<file path="config.mk">
export PLATFORM = sky130hd
export DESIGN_NAME = iplr_regs
export DESIGN_NICKNAME = d
export VERILOG_FILES = /design/src/logic/iplr_pkg.sv /design/src/logic/iplr_field_decode.sv /design/src/logic/iplr_regs.sv
export SDC_FILE = /design/constraint.sdc
export NUM_CORES = 1
export LEC_CHECK = 0
export ABC_CLOCK_PERIOD_IN_PS = 2100
export BUFFER_PORTS_ARGS = -buffer_cell sky130_fd_sc_hd__buf_4
export CAP_MARGIN = 20
export CELL_PAD_IN_SITES_DETAIL_PLACEMENT = 0
export CELL_PAD_IN_SITES_GLOBAL_PLACEMENT = 1
export CORE_MARGIN = 10
export CORE_UTILIZATION = 29
export CTS_CLUSTER_DIAMETER = 80
export CTS_CLUSTER_SIZE = 20
export DETAILED_ROUTE_END_ITERATION = 8
export GPL_TIMING_DRIVEN = 1
export PLACE_DENSITY_LB_ADDON = 0.1
export SLEW_MARGIN = 20
export SYNTH_ARGS = -nofsm -noshare
export SYNTH_HDL_FRONTEND = slang
export SYNTH_SLANG_ARGS = --single-unit
export TNS_END_PERCENT = 100
</file>
<file path="constraint.sdc">
create_clock -name hclk -period 2.1 [get_ports hclk]
set_input_delay 0.525 -clock hclk [delete_from_list [all_inputs] [get_ports hclk]]
set_output_delay 0.525 -clock hclk [all_outputs]
set_load 0.01 [all_outputs]
</file>
<file path="src/logic/iplr_pkg.sv">
// Purpose: shared constants and types for the priority level register block
// Assumes: AHB-Lite word access, 16-bit registers in the low half of the word
// Notes:   printed offsets are indices; byte address is four times the index
`default_nettype none
package iplr_pkg;
  localparam int unsigned IPLR_NUM_SRC = 23;
  localparam logic [3:0]  IPLR_IDX_TIMER = 4'h7;
  localparam logic [3:0]  IPLR_IDX_SERIAL = 4'h8;
  localparam logic [3:0]  IPLR_IDX_PWM = 4'h9;
  localparam logic [11:0] IPLR_ADDR_TIMER = {8'h00, IPLR_IDX_TIMER} << 2;
  localparam logic [11:0] IPLR_ADDR_SERIAL = {8'h00, IPLR_IDX_SERIAL} << 2;
  localparam logic [11:0] IPLR_ADDR_PWM = {8'h00, IPLR_IDX_PWM} << 2;
  localparam logic [15:0] IPLR_RESET_VAL = 16'h0000;
  // writable bits; bits 11:10 of the serial register are reserved
  localparam logic [15:0] IPLR_MASK_TIMER = 16'hFFFF;
  localparam logic [15:0] IPLR_MASK_SERIAL = 16'hF3FF;
  localparam logic [15:0] IPLR_MASK_PWM = 16'hFFFF;
  localparam logic [1:0]  IPLR_FIELD_OFF = 2'h0;
  localparam logic [1:0]  IPLR_FIELD_L0 = 2'h1;
  localparam logic [1:0]  IPLR_FIELD_L1 = 2'h2;
  localparam logic [1:0]  IPLR_FIELD_L2 = 2'h3;
  localparam logic [1:0]  IPLR_HTRANS_NONSEQ = 2'h2;
  localparam logic [2:0]  IPLR_HSIZE_WORD = 3'h2;
  localparam logic [31:0] IPLR_RDATA_ZERO = 32'h0000_0000;

  typedef enum logic [1:0] {
    IPLR_LVL0,
    IPLR_LVL1,
    IPLR_LVL2
  } iplr_level_t;

  typedef struct packed {
    logic        valid;
    iplr_level_t level;
  } iplr_req_t;

  typedef struct packed {
    logic [15:0] timer_group_priority_reg;
    logic [15:0] serial_timer_priority_reg;
    logic [15:0] pwm_converter_priority_reg;
  } iplr_regs_t;
endpackage
`default_nettype wire

</file>
<file path="src/logic/iplr_field_decode.sv">
// Purpose: one source's gate and level tag from its 2-bit priority field
// Assumes: source request is a level on the same clock
// Notes:   purely combinational
`timescale 1ns/1ps
`default_nettype none
module iplr_field_decode
  import iplr_pkg::*;
(
  // field and source
  input  wire logic [1:0] field,
  input  wire logic       src_req,
  // tagged request
  output iplr_req_t       req
);
  always_comb begin
    req.valid = src_req && (field != IPLR_FIELD_OFF);
    unique case (field)
      IPLR_FIELD_L2: req.level = IPLR_LVL2;
      IPLR_FIELD_L1: req.level = IPLR_LVL1;
      default:       req.level = IPLR_LVL0;
    endcase
  end
endmodule
`default_nettype wire

</file>
<file path="src/logic/iplr_regs.sv">
// Purpose: three interrupt priority level registers with AHB-Lite access
// Assumes: single clock, word transfers, zero wait states
// Notes:   source index 0 is the lowest field of the pwm register, see field map
`timescale 1ns/1ps
`default_nettype none
module iplr_regs
  import iplr_pkg::*;
#(
  parameter int unsigned ADDR_W = 12
)(
  // clock and reset
  input  wire logic                    hclk,
  input  wire logic                    hresetn,
  // ahb-lite slave
  input  wire logic                    hsel,
  input  wire logic [ADDR_W-1:0]       haddr,
  input  wire logic [1:0]              htrans,
  input  wire logic                    hwrite,
  input  wire logic [2:0]              hsize,
  input  wire logic                    hready,
  input  wire logic [31:0]             hwdata,
  output logic [31:0]                  hrdata,
  output logic                         hreadyout,
  output logic                         hresp,
  // interrupt sources, same clock domain
  input  wire logic [IPLR_NUM_SRC-1:0] src_pending,
  // tagged requests to arbitration
  output iplr_req_t [IPLR_NUM_SRC-1:0] arb_req,
  // register contents for the controller
  output iplr_regs_t                   levels
);

  logic [15:0]       timer_r;
  logic [15:0]       serial_r;
  logic [15:0]       pwm_r;
  logic              wr_pend_r;
  logic [ADDR_W-1:0] wr_addr_r;
  logic [31:0]       rdata_r;
  logic              access;
  logic [47:0]       all_fields;
  logic [2:0]        wr_sel;
  logic [2:0]        addr_sel;
  // one named field per source, taken straight from the register bits
  logic [1:0]        timer_a_ch0_level;
  logic [1:0]        timer_b_ch3_level;
  logic [1:0]        timer_b_ch2_level;
  logic [1:0]        timer_b_ch1_level;
  logic [1:0]        timer_b_ch0_level;
  logic [1:0]        timer_c_ch3_level;
  logic [1:0]        timer_c_ch2_level;
  logic [1:0]        timer_c_ch1_level;
  logic [1:0]        serial0_rx_full_level;
  logic [1:0]        serial0_rx_error_level;
  logic [1:0]        serial0_tx_idle_level;
  logic [1:0]        serial0_tx_empty_level;
  logic [1:0]        timer_a_ch3_level;
  logic [1:0]        timer_a_ch2_level;
  logic [1:0]        timer_a_ch1_level;
  logic [1:0]        pwm_first_fault_level;
  logic [1:0]        pwm_second_fault_level;
  logic [1:0]        pwm_first_reload_level;
  logic [1:0]        pwm_second_reload_level;
  logic [1:0]        conv_first_zero_cross_level;
  logic [1:0]        conv_second_zero_cross_level;
  logic [1:0]        conv_first_done_level;
  logic [1:0]        conv_second_done_level;

  function automatic logic [2:0] reg_sel(input logic [ADDR_W-1:0] a);
    reg_sel = {a[11:0] == IPLR_ADDR_TIMER, a[11:0] == IPLR_ADDR_SERIAL,
               a[11:0] == IPLR_ADDR_PWM};
  endfunction

  assign access    = hsel && hready && (htrans == IPLR_HTRANS_NONSEQ);
  assign wr_sel    = reg_sel(wr_addr_r);
  assign addr_sel  = reg_sel(haddr);
  assign hreadyout = 1'b1;
  assign hresp     = 1'b0;
  assign hrdata    = rdata_r;

  // write address captured in address phase, data used in data phase
  always_ff @(posedge hclk or negedge hresetn) begin
    if (!hresetn) begin
      wr_pend_r <= 1'b0;
      wr_addr_r <= '0;
    end else begin
      wr_pend_r <= access && hwrite && (hsize == IPLR_HSIZE_WORD);
      wr_addr_r <= haddr;
    end
  end

  always_ff @(posedge hclk or negedge hresetn) begin
    if (!hresetn) begin
      timer_r  <= IPLR_RESET_VAL;
      serial_r <= IPLR_RESET_VAL;
      pwm_r    <= IPLR_RESET_VAL;
    end else if (wr_pend_r) begin
      if (wr_sel[2]) timer_r <= hwdata[15:0] & IPLR_MASK_TIMER;
      if (wr_sel[1]) serial_r <= hwdata[15:0] & IPLR_MASK_SERIAL;
      if (wr_sel[0]) pwm_r <= hwdata[15:0] & IPLR_MASK_PWM;
    end
  end

  // read data registered so it stands through the data phase; unmapped reads zero.
  // a read right after a write to the same register returns the old value
  always_ff @(posedge hclk or negedge hresetn) begin
    if (!hresetn) begin
      rdata_r <= IPLR_RDATA_ZERO;
    end else if (access && !hwrite) begin
      unique case (1'b1)
        addr_sel[2]: rdata_r <= {16'h0000, timer_r};
        addr_sel[1]: rdata_r <= {16'h0000, serial_r & IPLR_MASK_SERIAL};
        addr_sel[0]: rdata_r <= {16'h0000, pwm_r};
        default:           rdata_r <= IPLR_RDATA_ZERO;
      endcase
    end
  end

  assign levels.timer_group_priority_reg   = timer_r;
  assign levels.serial_timer_priority_reg  = serial_r;
  assign levels.pwm_converter_priority_reg = pwm_r;

  // named view of each field; kept apart from all_fields so the checks below compare two maps
  assign timer_a_ch0_level            = timer_r[15:14];
  assign timer_b_ch3_level            = timer_r[13:12];
  assign timer_b_ch2_level            = timer_r[11:10];
  assign timer_b_ch1_level            = timer_r[9:8];
  assign timer_b_ch0_level            = timer_r[7:6];
  assign timer_c_ch3_level            = timer_r[5:4];
  assign timer_c_ch2_level            = timer_r[3:2];
  assign timer_c_ch1_level            = timer_r[1:0];
  assign serial0_rx_full_level        = serial_r[15:14];
  assign serial0_rx_error_level       = serial_r[13:12];
  assign serial0_tx_idle_level        = serial_r[9:8];
  assign serial0_tx_empty_level       = serial_r[7:6];
  assign timer_a_ch3_level            = serial_r[5:4];
  assign timer_a_ch2_level            = serial_r[3:2];
  assign timer_a_ch1_level            = serial_r[1:0];
  assign pwm_first_fault_level        = pwm_r[15:14];
  assign pwm_second_fault_level       = pwm_r[13:12];
  assign pwm_first_reload_level       = pwm_r[11:10];
  assign pwm_second_reload_level      = pwm_r[9:8];
  assign conv_first_zero_cross_level  = pwm_r[7:6];
  assign conv_second_zero_cross_level = pwm_r[5:4];
  assign conv_first_done_level        = pwm_r[3:2];
  assign conv_second_done_level       = pwm_r[1:0];

  // level a field stands for; a disabled field carries level 0 but no valid
  function automatic iplr_level_t field_level(input logic [1:0] f);
    unique case (f)
      IPLR_FIELD_OFF: field_level = IPLR_LVL0;
      IPLR_FIELD_L0:  field_level = IPLR_LVL0;
      IPLR_FIELD_L1:  field_level = IPLR_LVL1;
      IPLR_FIELD_L2:  field_level = IPLR_LVL2;
    endcase
  endfunction

  // source i uses bits 2i+3:2i+2 of this vector; the reserved pair is skipped.
  // timer: a0 15:14, b3 13:12, b2 11:10, b1 9:8, b0 7:6, c3 5:4, c2 3:2, c1 1:0
  // serial: rx full 15:14, rx err 13:12, tx idle 9:8, tx empty 7:6, a3/a2/a1
  // pwm: faults 15:12, reloads 11:8, zero cross 7:4, conversions done 3:0
  assign all_fields = {timer_r,
                       serial_r[15:12],
                       serial_r[9:6],
                       serial_r[5:0],
                       pwm_r[15:12],
                       pwm_r[11:8],
                       pwm_r[7:6],
                       pwm_r[5:0],
                       2'h0};

  genvar g;
  generate
    for (g = 0; g < IPLR_NUM_SRC; g++) begin : g_src
      iplr_field_decode u_dec (
        .field   (all_fields[2*g+3 -: 2]),
        .src_req (src_pending[g]),
        .req     (arb_req[g])
      );
    end
  endgenerate
endmodule
`default_nettype wire

</file>
Word-level counts from Yosys, hierarchy flattened
Index checks and enable logic that the tools add are counted.

operators by class
  $add $sub $neg = 0
  multiply operators = 0
  div/mod/pow operators = 0
  $lt $le $gt $ge = 0
  equality and inequality tests = 54
  shift-type cells = 0
  muxes and demuxes = 24
  bitwise operators = 0
  reduce and logical (&&, ||, !) cells = 55

operator list
  cell                   count
  $eq A2 B2 Y1 const B   47
  $pmux W2 S2            23
  $eq A12 B6 Y1 const B  4
  $pmux W16 S3           1
  $reduce_bool A2 Y1     23
  $logic_and A1 B1 Y1    28
  $eq A12 B5 Y1 const B  2
  $reduce_and A2 Y1      3
  $eq A3 B2 Y1 const B   1
  $logic_not A1 Y1       1

storage, ports and cells
  register bits = 91
  latch bits = 0
  memory bits (writable) = 0
  memory bits (read-only) = 0
  input port bits = 77
  output and inout bits = 151
  word-level logic and storage cells = 139
  memories = 0

Depth between registers and ports, before layout
  depth after elaboration = 4
  gate-level depth with buffers = 5
  depth with buffers taken out = 3

Hierarchy
A second synthesis with hierarchy kept.

second synthesis, totals
  cells, all modules = 303
  area total of the unflattened synthesis = 3870.0 µm²

by module, submodules not included
  module             times used  cells an instance  area an instance (µm²)  seq. area each (µm²)
  iplr_regs          1           234                3323.2                  1876.8
  iplr_field_decode  23          3                  23.8                    0.0

Worst setup path after synthesis
OpenSTA, ideal clock, no wires.

  kind = input to register
  from = in haddr[9]
  to = reg rdata_r[1] (netlist: hrdata[1])
  setup time = 0.096 ns
  arrival time = 2.064 ns
  required time = 2.004 ns
  setup slack = -0.060 ns
  cell stages on the path = 5
  path buffers = 2
  cell sequence = or4_1 -> or4_1 -> clkbuf_1 -> clkbuf_1 -> o31ai_1

on the way
  longest elaborated chain between the ends = 2
  elaborated cells between the ends (all ways) = 4
  classes of those cells = 3 x eq/ne; 1 x mux

ends and longest elaborated chain
  element                                line              source
  from (decl)                            iplr_regs.sv:16   input wire logic [ADDR_W-1:0] haddr,
  $eq A12 B6 Y1 (tied with other cells)  iplr_regs.sv:70   a[11:0] == IPLR_ADDR_PWM};
  $pmux W16 S3 (*)                       iplr_regs.sv:109  unique case (1'b1)
  to (signal assigned)                   iplr_regs.sv:110  addr_sel[2]: rdata_r <= {16'h0000, timer_r};
  to (signal assigned)                   iplr_regs.sv:111  addr_sel[1]: rdata_r <= {16'h0000, serial_r & IPLR_MASK_SERIAL};
  to (signal assigned)                   iplr_regs.sv:112  addr_sel[0]: rdata_r <= {16'h0000, pwm_r};
  to (decl)                              iplr_regs.sv:38   logic [31:0] rdata_r;

Every way passes the cells marked *; elsewhere a longest branch is shown, timed or not.
A chain may end at the register's enable or synchronous reset.

Final worst setup path
  from = reg wr_addr_r[10]
  to = reg timer_r[9]

on the way
  longest elaborated chain between the ends = 2

ends and longest elaborated chain
  element                      line             source
  from (decl)                  iplr_regs.sv:37  logic [ADDR_W-1:0] wr_addr_r;
  from (signal assigned)       iplr_regs.sv:87  wr_addr_r <= haddr;
  $eq A12 B5 Y1                iplr_regs.sv:69  reg_sel = {a[11:0] == IPLR_ADDR_TIMER, a[11:0] == IPLR_ADDR_SERIAL,
  $reduce_and A2 Y1 (no line)  --
  to (signal assigned)         iplr_regs.sv:97  if (wr_sel[2]) timer_r <= hwdata[15:0] & IPLR_MASK_TIMER;
  to (decl)                    iplr_regs.sv:33  logic [15:0] timer_r;

No other way between the ends.

==> impl_metrics.tcl <==
set metrics [dict create \
    first_pass_iters 5 \
    clock_path_buffers 2 \
    rows 41 \
    irDropWorstVdd_mv 0.3449 \
    synth-xor-area-share 0 \
    synthMuxAreaShare 0.1546 \
    die_w_um 132.4 \
    yosysSeqAreaShare 0.5119 \
    netlist_area_mm2 0.003666 \
    die_y_um 132.4 \
    synthArstFlopShare 1.000 \
    ys_ff_latch 75 \
    setup_viol 0 \
    seqPwrFrac 0.418 \
    synth_cells 294 \
    worst_slew_pin_slew_ns 0.6537 \
    core_mm2 0.01252 \
    r2r-start "wr_addr_r[10]" \
    p_clk_frac 0.491 \
    p_switching_mw 0.7622 \
    finClkSkew_ns 0.004274 \
    p_sw_frac 0.2116 \
    max_freq_mhz 487.1 \
    path_buf_inv 0 \
    worstPathCellList "or4b_4 -> or4_4 -> mux2_4" \
    place_congestion 0.6930 \
    wl_per_cell_um 19.08 \
    start_kind "register" \
    period_share 0.9777 \
    required_ns 2.32 \
    synth_compound_area_frac 0.1427 \
    maxCapViolCount 0 \
    rsz0062_at_grt "false" \
    critical-path-top-delay-family "simple AND/OR/NAND/NOR gates" \
    powerDensity_mw_per_mm2 633.6 \
    drt-vias-per-instance 4.691 \
    grt_overflow_total 0 \
    most-common-layout-cells "buf_4 (204), dfrtp_1 (75), mux2_2 (37)" \
    antenna_found_initial 0 \
    tritoncts "built" \
    final_hold_viol_count 0 \
    synth_top_area_share 0.5119 \
    slowest_delay_ns 0.64 \
    power.total_mw 3.603 \
    grt_pass1_wl_um 20020 \
    synth_top_family_by_area "multiplexers" \
    synth-adder-area-share 0 \
    clk_pin_slew_ns 0.06 \
    synth-simple-area-share 0.1297 \
    grt_pass1_vias 3362 \
    numCtsBuffers 9 \
    yosysWarnings 0 \
    critPathLaunch "wr_addr_r[10]" \
    post_cts_buffers 0 \
    ios 228 \
    worstSetupEndpointType "register" \
    synth_flop_cell "dfrtp_1" \
    grtUsageTotal 0.1451 \
    start_util 0.2929 \
    fin_tns_setup_ns 0 \
    hold_class "primary input to async pin" \
    slew_headroom 0.5638 \
    drv_slew 0 \
    layout_commonest_cell "buf_4" \
    antenna_left 0 \
    drt-total-wl_um 12860 \
    ys_types 30 \
    clk-insertion-delay-late_ns 0.34 \
    yosys-top-cells-area "dfrtp_1 (51%), mux2_2 (11%), o21a_1 (4.7%), buf_4 (4.1%), mux2_4 (4.1%)" \
    cts_hold_repair.buffers 0 \
    critical_path_class "register to register" \
    min_period_ns 2.053 \
    cp_slowest_cell "or4_4" \
    dpl.hpwl_um 9990 \
    crit_path_max_fanout 16 \
    clock-sinks 75 \
    dieArea_mm2 0.01754 \
    synth_top_area_cell "dfrtp_1" \
    num-nets-final 574 \
    drive_above_1_share 0.5518 \
    root_buffer "clkbuf_16" \
    synth-edff-count 0 \
    antenna_cells 0 \
    status "completed" \
    power_report.internal_total_mw 2.841 \
    routed-via-count 3162 \
    worstPathArrival_ns 2.28 \
    drc 0 \
    cts_htree_levels 3 \
    portBuffers 191 \
    synthToLayoutAreaGrowth_pct 55.12 \
    drtIter0Drc 229 \
    grt_max_degree 40 \
    synth.avg_cell_area_um2 12.47 \
    p_leak_nw 2.884 \
    p_comb_frac 0.091 \
]
[layout make-up]
| class | count | area [um2] |
|---|---|---|
| fill | 1225 | 6830 |
| sequential | 75 | 1877 |
| multi-input combinational | 204 | 1677 |
| timing repair buffer | 207 | 1574 |
| clock buffer | 12 | 246.5 |
| tap | 172 | 215.2 |
| clock inverter | 4 | 97.59 |
[worst paths after layout]
check                          endpoint  slack, ns  depth (start not counted)
min in group hclk          wr_addr_r[0]       0.30                          1
max in group asynchronous     pwm_r[14]       1.33                          2
min reg2reg                  hrdata[15]       0.51                          2
max                          timer_r[9]       0.05                          3
max reg2reg                  timer_r[9]       0.05                          3
min                         serial_r[2]       0.17                          1
[through the flow]
step | std cells | setup WS [ns] | cell area, um2 | util | hold WS (ns)
after floorplan | 312 | 0.002736 | 3766 | - | 0.2294
after CTS | 674 | -0.003715 | 5673 | 0.4532 | 0.1805
final | 674 | 0.04690 | 5687 | 0.4543 | 0.1678
after detailed placement | 658 | -0.1448 | 5329 | 0.4257 | 0.5007
after global routing | 674 | 0.01378 | 5687 | 0.4543 | 0.1966
after global placement | 658 | -0.1047 | 5329 | 0.4257 | 0.4954
[layer usage]
metal	global-route usage	vias up	wire length, um
li1	-	1462	-
met1	0.1702	1561	5153
met2	0.2361	129	6422
met3	0.06662	10	1178
met4	0.03484	0	106
met5	0	-	0
[cell families after synthesis]
group,count (synthesis)
other cells,2
flops,75
buf+inv,33
compound gates,71
simple gates,66
mux,47
[registers in the layout, indices dropped and copies added, names as in the netlist]
register,cells
timer_r,16
serial_r,14
pwm_r,16
wr_addr_r,12
wr_pend_r,1
hrdata,16
[synth_stat cells (all sizes together) (2+ instances only)]
cell type,count
nand4b,2
nor2,2
o21ai,17
conb,2
nor2b,23
o31ai,15
or4,4
nor4,2
clkbuf,9
or4bb,2
mux2,47
a222oi,13
dfrtp,75
or4b,2
o21a,23
a22oi,3
and2,23
buf,24
[power by group through the flow]
| stage | clock network, mW | registers [mW] | logic [mW] |
|---|---|---|---|
| floorplan | 0 | 1.53 | 0.126 |
| CTS | 1.82 | 1.50 | 0.334 |
| global placement | 0 | 1.53 | 0.329 |
| detailed placement | 0 | 1.53 | 0.333 |
| global route | 1.88 | 1.51 | 0.362 |
| finish | 1.77 | 1.50 | 0.330 |
[timing repair]
item                       CTS  global route
setup endpoints to repair    1            14
gates resized for setup      0             3
pin swaps                    0             1
No activity file was read; power rests on OpenSTA's default activity.
